File: src/rtl/mfs_map.svh
// register offsets, field positions, reset values and timing constants
`ifndef MFS_MAP_SVH
`define MFS_MAP_SVH

`define MFS_OFF_CTRL 8'h00
`define MFS_OFF_OFF_SPAN 8'h04
`define MFS_OFF_HOLD_SPAN 8'h08
`define MFS_OFF_PW_START 8'h0C
`define MFS_OFF_PW_LEN 8'h10
`define MFS_OFF_SRC 8'h14
`define MFS_OFF_STATUS 8'h18

`define MFS_CTRL_PW_EN 0
`define MFS_CTRL_RET 1
`define MFS_CTRL_TB_LSB 2
`define MFS_SRC_LIVE 7
`define MFS_STAT_ELAPSED_LSB 16

`define MFS_RST_CTRL 4'h0
`define MFS_RST_OFF_SPAN 16'h0003
`define MFS_RST_HOLD_SPAN 16'h0002
`define MFS_RST_PW_START 16'h0000
`define MFS_RST_PW_LEN 16'h0000
`define MFS_RST_SRC 32'h0000_0000

`define MFS_CLK_PERIOD_NS 25
`define MFS_BASE_TICK_NS 10000000
`define MFS_SEC_DIV 7'h64
`define MFS_MIN_DIV 6'h3C

`endif

File: src/rtl/mfs_pkg.sv
// types shared by the switch and its timebase
package mfs_pkg;
    typedef enum logic [3:0] {
        MFS_IDLE  = 4'b0001,
        MFS_HELD  = 4'b0010,
        MFS_TIMED = 4'b0100,
        MFS_PERM  = 4'b1000
    } mfs_state_t;

    typedef enum logic [1:0] {
        MFS_TB_BASE = 2'h0,
        MFS_TB_SEC  = 2'h1,
        MFS_TB_MIN  = 2'h2,
        MFS_TB_RSVD = 2'h3
    } mfs_tb_t;
endpackage

File: src/rtl/mfs_tick_if.sv
// timebase selection and tick between switch and timebase
`timescale 1ns/1ps
`default_nettype none
interface mfs_tick_if;
    mfs_pkg::mfs_tb_t tb_sel;
    logic tick;
    modport src (input tb_sel, output tick);
    modport snk (output tb_sel, input tick);
endinterface
`default_nettype wire

File: src/rtl/mfs_switch.sv
// multiple function light switch with APB register access
//
// The register offsets and register access over APB were chosen for this implementation.
`timescale 1ns/1ps
`default_nettype none
`include "mfs_map.svh"
module mfs_switch #(
    parameter int W = 16,
    parameter int NUM_BLK = 64,
    parameter logic [31:0] BASE_TICK_CYC =
        32'(`MFS_BASE_TICK_NS / `MFS_CLK_PERIOD_NS)
) (
    input wire logic REF_CLK_I,
    input wire logic SYS_RST_I,
    input wire logic PSEL_I,
    input wire logic PENABLE_I,
    input wire logic PWRITE_I,
    input wire logic [7:0] PADDR_I,
    input wire logic [31:0] PWDATA_I,
    output logic [31:0] PRDATA_O,
    output logic PREADY_O,
    output logic PSLVERR_O,
    input wire logic TRG_I,
    input wire logic CANCEL_I,
    input wire logic PWR_RESTORE_I,
    input wire logic [NUM_BLK*W-1:0] BLOCK_VAL_I,
    output logic SWITCH_O,
    output logic [W-1:0] ELAPSED_O
);
    ////////////////////////////////////////////////////////////////////////
    // register file
    logic [3:0] ctrl_q, ctrl_d;
    logic [W-1:0] off_q, off_d, hold_cfg_q, hold_cfg_d;
    logic [W-1:0] pws_q, pws_d, pwl_q, pwl_d;
    logic [31:0] src_q, src_d, prdata_q, prdata_d;
    logic wr, mapped;
    mfs_pkg::mfs_state_t state_q, state_d;
    logic [W-1:0] elapsed_q, elapsed_d, hold_q, hold_d;
    logic out_q, out_d;

    assign wr = PSEL_I && PENABLE_I && PWRITE_I;
    assign PREADY_O = 1'b1;
    assign PSLVERR_O = PSEL_I && PENABLE_I && !mapped;
    assign PRDATA_O = prdata_q;

    always_comb
    begin
        mapped = 1'b1;
        prdata_d = prdata_q;
        unique case (PADDR_I)
            `MFS_OFF_CTRL: prdata_d = {28'h0, ctrl_q};
            `MFS_OFF_OFF_SPAN: prdata_d = 32'(off_q);
            `MFS_OFF_HOLD_SPAN: prdata_d = 32'(hold_cfg_q);
            `MFS_OFF_PW_START: prdata_d = 32'(pws_q);
            `MFS_OFF_PW_LEN: prdata_d = 32'(pwl_q);
            `MFS_OFF_SRC: prdata_d = src_q;
            `MFS_OFF_STATUS: prdata_d = {elapsed_q, 11'h0, state_q, out_q};
            default:
            begin
                mapped = 1'b0;
                prdata_d = 32'h0;
            end
        endcase
        if (!(PSEL_I && !PENABLE_I && !PWRITE_I))
            prdata_d = prdata_q;
        ctrl_d = ctrl_q;
        off_d = off_q;
        hold_cfg_d = hold_cfg_q;
        pws_d = pws_q;
        pwl_d = pwl_q;
        src_d = src_q;
        if (wr)
        begin
            // all spans are taken in the one selected timebase
            unique case (PADDR_I)
                `MFS_OFF_CTRL: ctrl_d = PWDATA_I[3:0];
                `MFS_OFF_OFF_SPAN: off_d = PWDATA_I[W-1:0];
                `MFS_OFF_HOLD_SPAN: hold_cfg_d = PWDATA_I[W-1:0];
                `MFS_OFF_PW_START: pws_d = PWDATA_I[W-1:0];
                `MFS_OFF_PW_LEN: pwl_d = PWDATA_I[W-1:0];
                `MFS_OFF_SRC: src_d = PWDATA_I;
                default: ;
            endcase
        end
    end

    always_ff @(posedge REF_CLK_I)
    begin
        if (SYS_RST_I)
        begin
            ctrl_q <= `MFS_RST_CTRL;
            off_q <= `MFS_RST_OFF_SPAN;
            hold_cfg_q <= `MFS_RST_HOLD_SPAN;
            pws_q <= `MFS_RST_PW_START;
            pwl_q <= `MFS_RST_PW_LEN;
            src_q <= `MFS_RST_SRC;
            prdata_q <= 32'h0;
        end
        else
        begin
            ctrl_q <= ctrl_d;
            off_q <= off_d;
            hold_cfg_q <= hold_cfg_d;
            pws_q <= pws_d;
            pwl_q <= pwl_d;
            src_q <= src_d;
            prdata_q <= prdata_d;
        end
    end

    ////////////////////////////////////////////////////////////////////////
    // timing value sources and timebase
    function automatic logic [W-1:0] pick(input logic [7:0] sel,
                                          input logic [W-1:0] konst,
                                          input logic [NUM_BLK*W-1:0] blk);
        logic [W-1:0] v;
        v = konst;
        if (sel[`MFS_SRC_LIVE])
            v = (int'(sel[5:0]) < NUM_BLK) ? blk[int'(sel[5:0])*W +: W]
                                           : '0;
        return v;
    endfunction

    logic [W-1:0] off_span, hold_span, pw_start, pw_len;
    logic [W:0] win_lo, win_hi;
    logic pw_en, retentive, rise, trg_q, tick;
    mfs_tick_if tif ();

    assign off_span = pick(src_q[7:0], off_q, BLOCK_VAL_I);
    assign hold_span = pick(src_q[15:8], hold_cfg_q, BLOCK_VAL_I);
    assign pw_start = pick(src_q[23:16], pws_q, BLOCK_VAL_I);
    assign pw_len = pick(src_q[31:24], pwl_q, BLOCK_VAL_I);
    assign pw_en = ctrl_q[`MFS_CTRL_PW_EN];
    assign retentive = ctrl_q[`MFS_CTRL_RET];
    assign tif.tb_sel = mfs_pkg::mfs_tb_t'(ctrl_q[`MFS_CTRL_TB_LSB +: 2]);
    assign tick = tif.tick;
    assign rise = TRG_I && !trg_q;
    // prewarning window in elapsed span, clamped at zero
    assign win_lo = (off_span > pw_start) ? {1'b0, off_span - pw_start}
                                          : '0;
    assign win_hi = win_lo + {1'b0, pw_len};

    mfs_tick #(
        .BASE_CYC(BASE_TICK_CYC)
    ) u_tick (
        .clk_i(REF_CLK_I),
        .rst_i(SYS_RST_I),
        .tif(tif)
    );

    ////////////////////////////////////////////////////////////////////////
    // switch state machine
    always_comb
    begin
        state_d = state_q;
        elapsed_d = elapsed_q;
        hold_d = hold_q;
        if (CANCEL_I || (PWR_RESTORE_I && !retentive))
        begin
            state_d = mfs_mfs_idle();
            elapsed_d = '0;
            hold_d = '0;
        end
        else
        begin
            unique case (state_q)
                mfs_pkg::MFS_IDLE:
                    if (rise)
                    begin
                        state_d = mfs_pkg::MFS_HELD;
                        hold_d = '0;
                    end
                mfs_pkg::MFS_HELD:
                    if (!TRG_I)
                    begin
                        state_d = mfs_pkg::MFS_TIMED;
                        elapsed_d = '0;
                    end
                    else if (tick)
                    begin
                        hold_d = hold_q + 1'b1;
                        if ({1'b0, hold_q} + 1'b1 >= {1'b0, hold_span})
                            state_d = mfs_pkg::MFS_PERM;
                    end
                mfs_pkg::MFS_TIMED:
                    if (rise)
                    begin
                        state_d = mfs_mfs_idle();
                        elapsed_d = '0;
                    end
                    else if (tick)
                    begin
                        elapsed_d = elapsed_q + 1'b1;
                        if ({1'b0, elapsed_q} + 1'b1 >= {1'b0, off_span})
                            state_d = mfs_mfs_idle();
                    end
                mfs_pkg::MFS_PERM:
                    if (rise)
                    begin
                        state_d = mfs_mfs_idle();
                        elapsed_d = '0;
                    end
            endcase
        end
        out_d = (state_d != mfs_pkg::MFS_IDLE) &&
                !(state_d == mfs_pkg::MFS_TIMED && pw_en &&
                  {1'b0, elapsed_d} >= win_lo &&
                  {1'b0, elapsed_d} < win_hi);
    end

    function automatic mfs_pkg::mfs_state_t mfs_mfs_idle();
        return mfs_pkg::MFS_IDLE;
    endfunction

    always_ff @(posedge REF_CLK_I)
    begin
        if (SYS_RST_I)
        begin
            state_q <= mfs_pkg::MFS_IDLE;
            elapsed_q <= '0;
            hold_q <= '0;
            out_q <= 1'b0;
            trg_q <= 1'b0;
        end
        else
        begin
            state_q <= state_d;
            elapsed_q <= elapsed_d;
            hold_q <= hold_d;
            out_q <= out_d;
            trg_q <= TRG_I;
        end
    end

    assign SWITCH_O = out_q;
    assign ELAPSED_O = elapsed_q;

    logic quiet;
    assign quiet = !CANCEL_I && !(PWR_RESTORE_I && !retentive);
endmodule
`default_nettype wire

File: src/rtl/mfs_tick.sv
// timebase tick generator: base period, seconds, minutes
`timescale 1ns/1ps
`default_nettype none
`include "mfs_map.svh"
module mfs_tick #(
    parameter logic [31:0] BASE_CYC = 32'd400000
) (
    input wire logic clk_i,
    input wire logic rst_i,
    mfs_tick_if.src tif
);
    logic [31:0] base_q, base_d;
    logic [6:0] sec_q, sec_d;
    logic [5:0] min_q, min_d;
    logic base_tick, sec_tick, min_tick;

    assign base_tick = (base_q == BASE_CYC - 32'd1);
    assign sec_tick = base_tick && (sec_q == `MFS_SEC_DIV - 7'h1);
    assign min_tick = sec_tick && (min_q == `MFS_MIN_DIV - 6'h1);

    always_comb
    begin
        base_d = base_tick ? 32'h0 : base_q + 32'h1;
        sec_d = sec_q;
        min_d = min_q;
        if (base_tick)
            sec_d = sec_tick ? 7'h0 : sec_q + 7'h1;
        if (sec_tick)
            min_d = min_tick ? 6'h0 : min_q + 6'h1;
    end

    always_ff @(posedge clk_i)
    begin
        if (rst_i)
        begin
            base_q <= 32'h0;
            sec_q <= 7'h0;
            min_q <= 6'h0;
        end
        else
        begin
            base_q <= base_d;
            sec_q <= sec_d;
            min_q <= min_d;
        end
    end

    always_comb
    begin
        unique case (tif.tb_sel)
            mfs_pkg::MFS_TB_SEC: tif.tick = sec_tick;
            mfs_pkg::MFS_TB_MIN: tif.tick = min_tick;
            default: tif.tick = base_tick;
        endcase
    end
endmodule
`default_nettype wire

File: config.mk
export PLATFORM = sky130hd
export DESIGN_NAME = mfs_switch
export DESIGN_NICKNAME = d
export VERILOG_FILES = /design/src/rtl/mfs_pkg.sv /design/src/rtl/mfs_tick_if.sv /design/src/rtl/mfs_switch.sv /design/src/rtl/mfs_tick.sv
export VERILOG_INCLUDE_DIRS = /design/src /design/src/rtl
export SDC_FILE = /design/constraint.sdc
export NUM_CORES = 2
export LEC_CHECK = 0
export BUFFER_PORTS_ARGS = -buffer_cell sky130_fd_sc_hd__buf_2
export CORE_AREA = 2 2 435 437
export DETAILED_ROUTE_END_ITERATION = 12
export DIE_AREA = 0 0 437 439
export GPL_TIMING_DRIVEN = 0
export SETUP_SLACK_MARGIN = 0.15
export SLEW_MARGIN = 20
export SYNTH_ARGS = -nofsm -noshare
export SYNTH_HDL_FRONTEND = slang
export SYNTH_SLANG_ARGS = --single-unit
File: constraint.sdc
create_clock -name REF_CLK_I -period 7.8 [get_ports REF_CLK_I]
set_input_delay 1.17 -clock REF_CLK_I [delete_from_list [all_inputs] [get_ports REF_CLK_I]]
set_output_delay 1.17 -clock REF_CLK_I [all_outputs]
set_load 0.02 [all_outputs]
## Word-level counts from Yosys, hierarchy flattened

Cells that the tools add are included.

| word-level totals | value |
|---|---|
| flip-flop bits (word level) | 215 |
| input port bits | 1072 |
| output and inout bits | 51 |

| operators by class | value |
|---|---|
| $add $sub $neg | 9 |
| magnitude comparators | 5 |
| eq/ne operators | 20 |
| shifts and indexed selects | 4 |
| multiplexer cells | 30 |
| reductions and logical operators | 32 |

Operators with widths:

| operator | count |
|---|---|
| variable part select 1024 x 11 -> 16 bit | 4 |
| case mux 32 bit (7 select lines) | 1 |
| 2-to-1 mux 16 bit | 13 |
| case mux 16 bit (3 select lines) | 1 |
| 2-to-1 mux 4 bit | 9 |
| adder 16 x 1 -> 17 bit (second input constant) | 2 |
| greater-or-equal comparator 17 x 16 -> 1 bit | 2 |
| adder 16 x 1 -> 16 bit (second input constant) | 2 |
| adder 32 x 1 -> 32 bit (second input constant) | 1 |
| equality test 32 x 19 -> 1 bit (second input constant) | 1 |
| case mux 16 bit (2 select lines) | 1 |
| equality test 8 x 5 -> 1 bit (second input constant) | 3 |
| adder 16 x 16 -> 17 bit | 1 |
| < comparator 16 x 17 -> 1 bit | 1 |
| equality test 8 x 4 -> 1 bit (second input constant) | 2 |
| greater-or-equal comparator 16 bit | 1 |
| greater-than comparator 16 bit | 1 |
| case mux 4 bit (4 select lines) | 1 |
| subtractor 16 bit | 1 |
| logical AND 1 bit | 13 |
| AND reduction 2 bit | 6 |
| equality test 4 x 3 -> 1 bit (second input constant) | 2 |
| equality test 8 x 3 -> 1 bit (second input constant) | 1 |
| zero test 8 bit | 1 |
| other kinds (21) | 29 |

## Longest topological paths before layout

| depth | value |
|---|---|
| word-level depth | 14 |
| gate-level depth with buffers | 36 |
| gate-level depth less buffers | 33 |

## Hierarchy

From an unflattened synthesis, not the netlist that was laid out.

| second synthesis, totals | value |
|---|---|
| cell total of the unflattened synthesis | 3369 |
| area total of the unflattened synthesis | 45167.1 µm² |

Modules (own cells, without submodules):

| module | instances | cells each | area each (µm²) | sequential area each (µm²) |
|---|---|---|---|---|
| mfs_switch | 1 | 3089 | 42798.5 | 3403.3 |
| mfs_tick | 1 | 280 | 2368.5 | 900.9 |

## Worst setup path before layout

No wires, ideal clock.

| timing path | value |
|---|---|
| path kind | input-to-reg |
| start point | in BLOCK_VAL_I[1008] |
| end point | reg out_q, in the netlist SWITCH_O |
| arrival time | 7.782 ns |
| setup slack | -0.061 ns |
| cell stages on the path | 31 |
| buffers on the path | 1 |
| cells stage by stage | mux4_2 -> mux4_2 -> mux4_2 -> mux2i_1 -> ha_1 -> inv_1 -> fa_1 -> a21o_1 -> a21oi_1 -> o21ai_0 -> nand4_1 -> a21oi_1 -> o21a_1 -> clkbuf_1 -> nand2_1 -> inv_1 -> ha_1 -> a21oi_1 -> o21bai_1 -> a31oi_1 -> o311ai_0 -> a31o_2 -> a21oi_1 -> xor2_1 -> ha_1 -> and4_1 -> o21ai_0 -> or4_1 -> and3_1 -> o211a_1 -> a211oi_2 |

| on the way | value |
|---|---|
| cells in the longest elaborated chain, start to end | 14 |
| elaborated cells on any way between the ends | 31 |
| classes of those cells | add/sub: 2; order compare: 5; eq/ne: 2; shift: 4; mux: 13; reduce/logical: 5 |

RTL lines:

| item | line | RTL |
|---|---|---|
| from (decl) | mfs_switch.sv:26 | `input wire logic [NUM_BLK*W-1:0] BLOCK_VAL_I,` |
| parallel branches: the longest is 13 deep, another holds adder 16 x 16 -> 17 bit | n/a |  |
| logical AND 1 bit * | mfs_switch.sv:205 | `out_d = (state_d != mfs_pkg::MFS_IDLE) &&` |
| to (signal assigned) | mfs_switch.sv:230 | `out_q <= out_d;` |
| to (decl) | mfs_switch.sv:39 | `logic out_q, out_d;` |

Mark *: on every way between the ends.
A chain may end at the register's enable or synchronous reset.

## Worst setup path in the final report

| timing path | value |
|---|---|
| start point | reg src_q[1] |
| end point | reg out_q, in the netlist SWITCH_O |

| on the way | value |
|---|---|
| cells in the longest elaborated chain, start to end | 14 |
| elaborated cells on any way between the ends | 21 |
| classes of those cells | add/sub: 2; order compare: 4; eq/ne: 2; shift: 1; mux: 7; reduce/logical: 5 |

RTL lines:

| item | line | RTL |
|---|---|---|
| from (decl) | mfs_switch.sv:35 | `logic [31:0] src_q, src_d, prdata_q, prdata_d;` |
| from (signal assigned) | mfs_switch.sv:96 | `` src_q <= `MFS_RST_SRC; `` |
| from (signal assigned) | mfs_switch.sv:106 | `src_q <= src_d;` |
| variable part select 1024 x 11 -> 16 bit * | mfs_switch.sv:119 | `v = (int'(sel[5:0]) < NUM_BLK) ? blk[int'(sel[5:0])*W +: W]` |
| 2-to-1 mux 16 bit * | mfs_switch.sv:118 | `` if (sel[`MFS_SRC_LIVE]) `` |
| parallel branches: the longest is 11 deep, another holds adder 16 x 16 -> 17 bit | n/a |  |
| logical AND 1 bit * | mfs_switch.sv:205 |  |

Marks and branches as above.

==> summary.txt <==
outcome: finished with violations
failing checks: negative setup slack
Primary FF master, synth: dfxtp_1
Avg Vias per Cell: 6.90
antenna violations before repair: 471
detailed placer's ending HPWL: 327,000 µm
CP max FO: 10
R2R Path End: SWITCH_O
DP Area: 0.0538 mm²
Reg clk slew, reported paths: 0.06 ns
Async S/R FF share, synth: 0%
syn nets: 4,491
Final Slew Violations: 0
Mapped Cells: 3,315
Final ANT Viol Nets: 0
net load switching power: 1.37 mW
First-pass DRT Iterations: 9
arrival time at the worst endpoint: 8.45 ns
leading cell type by number of instances after synthesis: mux4_2
worst setup margin: -0.174 ns
register area share after synthesis: 9.64%
Worst-Margin Slew: 1.38 ns
PortBufs: 1,119
final net count: 5,713
clock share of power: 39.0%
Clock Tree Buf Depth: 3
DRC: 0
Final Instance Area: 0.0578 mm²
GRT Total Usage: 39.0%
fillers: 19,200
post-synthesis cell type count: 66
placer congestion estimate: 1.10
core region area: 0.187 mm²
hold slack: 0.469 ns
Cell Area, Synth: 0.0447 mm²
die area: 0.192 mm²
sequential share of power: 26.3%
Die Y-Extent: 439 µm
Sink Count: 215
synth cell count leaders: mux4_2 (1,346), nand2_1 (287), clkbuf_1 (273)
I/O Pins: 1,123
worst skew pair latency: 0.60 ns
hold endpoint: u_tick.base_q[0]
slowest cell on the critical path: mux4_2
DRC violation total after the first TritonRoute iteration: 9,312
Worst path max stage delay: 0.63 ns
max-cap violation count: 0
P per Cell Area: 73.0 mW/mm²
largest net degree at the start of global routing: 15
Peak VDD IR: 0.193 mV
Syn Area/Cell: 13.5 µm²
share of layout cells above drive strength 1: 64.7%
Hold Path Origin: u_tick.base_q[0]
Setup Skew: 0.0166 ns
vias in the first global route: 46,000
Synth top area share: 67.9%
Hold Path Cell Cnt: 1
FMAX: 125 MHz
Die X: 437 µm
number of CTS-inserted buffers: 30
Slew headroom: 8.31%
Critical path buffers and inverters: 8
via count: 50,700
Final Cycle Share: 102%
Comb power frac: 34.6%
Setup CP Type: flop to flop
Clock Tree Root: clkbuf_16
dominant cell type by area after synthesis: mux4_2
Crit. End Element: flop
Area Overhead vs Synth: 29.5%
synth warn: 0
hold crit path type: flop to flop
CTS tree: built
Period minus WS final: 7.97 ns
FF-to-FF setup slack: -0.17 ns
synthesized flop and latch total: 215
unrepaired setup endpoints after global routing: yes
first-pass GRT wire length: 488,000 µm
final hold violation count: 0
Reg2Reg Depth: 34
Routed Wire Length: 386,000 µm
Sw Ratio: 32.5%
Int Power: 2.85 mW
# setup viols final: 1
hold buffers post-CTS: 0
Place WS: -2.55 ns
cell family with most CP delay: compound AO/OA/AOI/OAI gates
Pwr Total: 4.22 mW
total grt overflow: 0
EDFF count, synth: 0
H-tree level count: 1
DR WL/cell: 52.6 µm
row cnt: 159
ranking of synthesized cells by area: mux4_2 (68%), dfxtp_1 (9.6%), ha_1 (2.9%)
CP Launch Type: flop
R2R Path Start: src_q[1]
worst endpoint required time: 8.28 ns
leakage power: 18.8 nW
Initial Util: 23.9%
[logic make-up (layout without fill, tap and decap cells)]
logic type | Yosys count | in the layout | synth area share, %
muxes | 1422 | 1422 | 69.6
AOI/OAI and AO/OA | 365 | 365 | 5.15
adders and majority gates | 104 | 104 | 2.95
xor gates and xnor gates | 87 | 87 | 1.71
other | 1 | 290 | 0.00840
buffers and inverters | 441 | 1687 | 3.86
and+or+nand+nor | 680 | 680 | 7.04
DFF | 215 | 215 | 9.64
[stage by stage]
step                util (%)  setup TNS [ns]  std cells
floorplan                  -               0       3315
global placement        28.6           -2.95       6929
detailed placement      28.8           -2.55       6939
CTS                     30.3         -0.0693       7044
global route            30.8          -0.258       7235
finish                  30.9          -0.174       7345
[worst reg2reg max path, delay by kind of cell (launching register included)]
kind                       cells  cell delay [ns]
buffers and inverters          8             1.32
and+or+nand+nor                5             0.70
AOI/OAI and AO/OA             13             2.57
muxes                          4             1.69
adders and majority gates      4             1.29
DFF                            1             0.30
[metal layers]
| metal | vias to the layer above | part of all wire, % | global-route usage (%) |
|---|---|---|---|
| li1 | 17400 | - | - |
| met1 | 25600 | 32 | 42.4 |
| met2 | 5619 | 41 | 54.7 |
| met3 | 1855 | 16 | 22.0 |
| met4 | 212 | 11 | 32.3 |
| met5 | - | 0.39 | 2.90 |
[area by class of cell]
type | instances | area, µm² | share of cell area [%]
Antenna cell | 289 | 723 | 1.25
Buffer | 397 | 2750 | 4.75
Clock buffer | 37 | 838 | 1.45
Clock inverter | 19 | 329 | 0.569
Inverter | 44 | 165 | 0.286
Multi-Input combinational cell | 2659 | 39200 | 67.8
Sequential cell | 215 | 4310 | 7.45
Tap cell | 2495 | 3120 | 5.40
Timing Repair Buffer | 1190 | 6360 | 11.0
[repair_timing]
action	in CTS	in global routing
pin swaps	30	25
resized for setup	363	62
buffers inserted	47	12
endpoints found under the setup margin	1	1
cloned	2	0
[power groups by stage]
stage | clock network (mW) | logic [mW] | registers [mW]
6_report | 1.65 | 1.46 | 1.11
5_1_grt | 1.70 | 1.46 | 1.11
4_1_cts | 1.66 | 1.38 | 1.11
3_5_place_dp | 0 | 1.37 | 1.13
3_3_place_gp | 0 | 1.35 | 1.13
2_1_floorplan | 0 | 0.568 | 1.14
[flip-flops by register name, summed over array words and instances, names as in the netlist]
register	cells
ctrl_q	4
state_q	4
trg_q	1
hold_q	16
u_tick.base_q	32
SWITCH_O	1
u_tick.min_q	6
pws_q	16
ELAPSED_O	16
hold_cfg_q	16
off_q	16
u_tick.sec_q	7
src_q	32
PRDATA_O	32
pwl_q	16
[worst max-delay path by stage]
stage / cells past startpoint / to / startpoint
global route: 35 / SWITCH_O / src_q[0]
floorplan: 30 / SWITCH_O / BLOCK_VAL_I[1008]
finish: 34 / SWITCH_O / src_q[1]
detailed placement: 35 / SWITCH_O / src_q[0]
CTS: 35 / SWITCH_O / src_q[0]
global placement: 34 / SWITCH_O / src_q[16]
[layout by cell type (no fill, tap or decap), types with 20 or more instances in the layout]
master	Yosys	layout
nor3_1	41	40
a21o_1	28	28
nor2b_1	21	20
nor2_1	156	153
mux2_2	20	20
nand2_1	287	283
and3_1	26	25
buf_2	50	1177
a21oi_1	173	166
clkbuf_16	0	39
buf_6	0	23
nand4_1	22	22
clkbuf_2	0	72
buf_4	2	60
mux2i_1	56	35
xnor2_1	40	40
inv_1	44	36
ha_1	102	89
clkbuf_4	0	26
nand3_1	35	35
dfxtp_1	215	214
diode_2	0	289
xor2_1	47	47
clkbuf_1	273	144
clkbuf_8	0	30
o21ai_0	43	36
mux4_2	1346	1346
(Power assumes the default switching activity.)
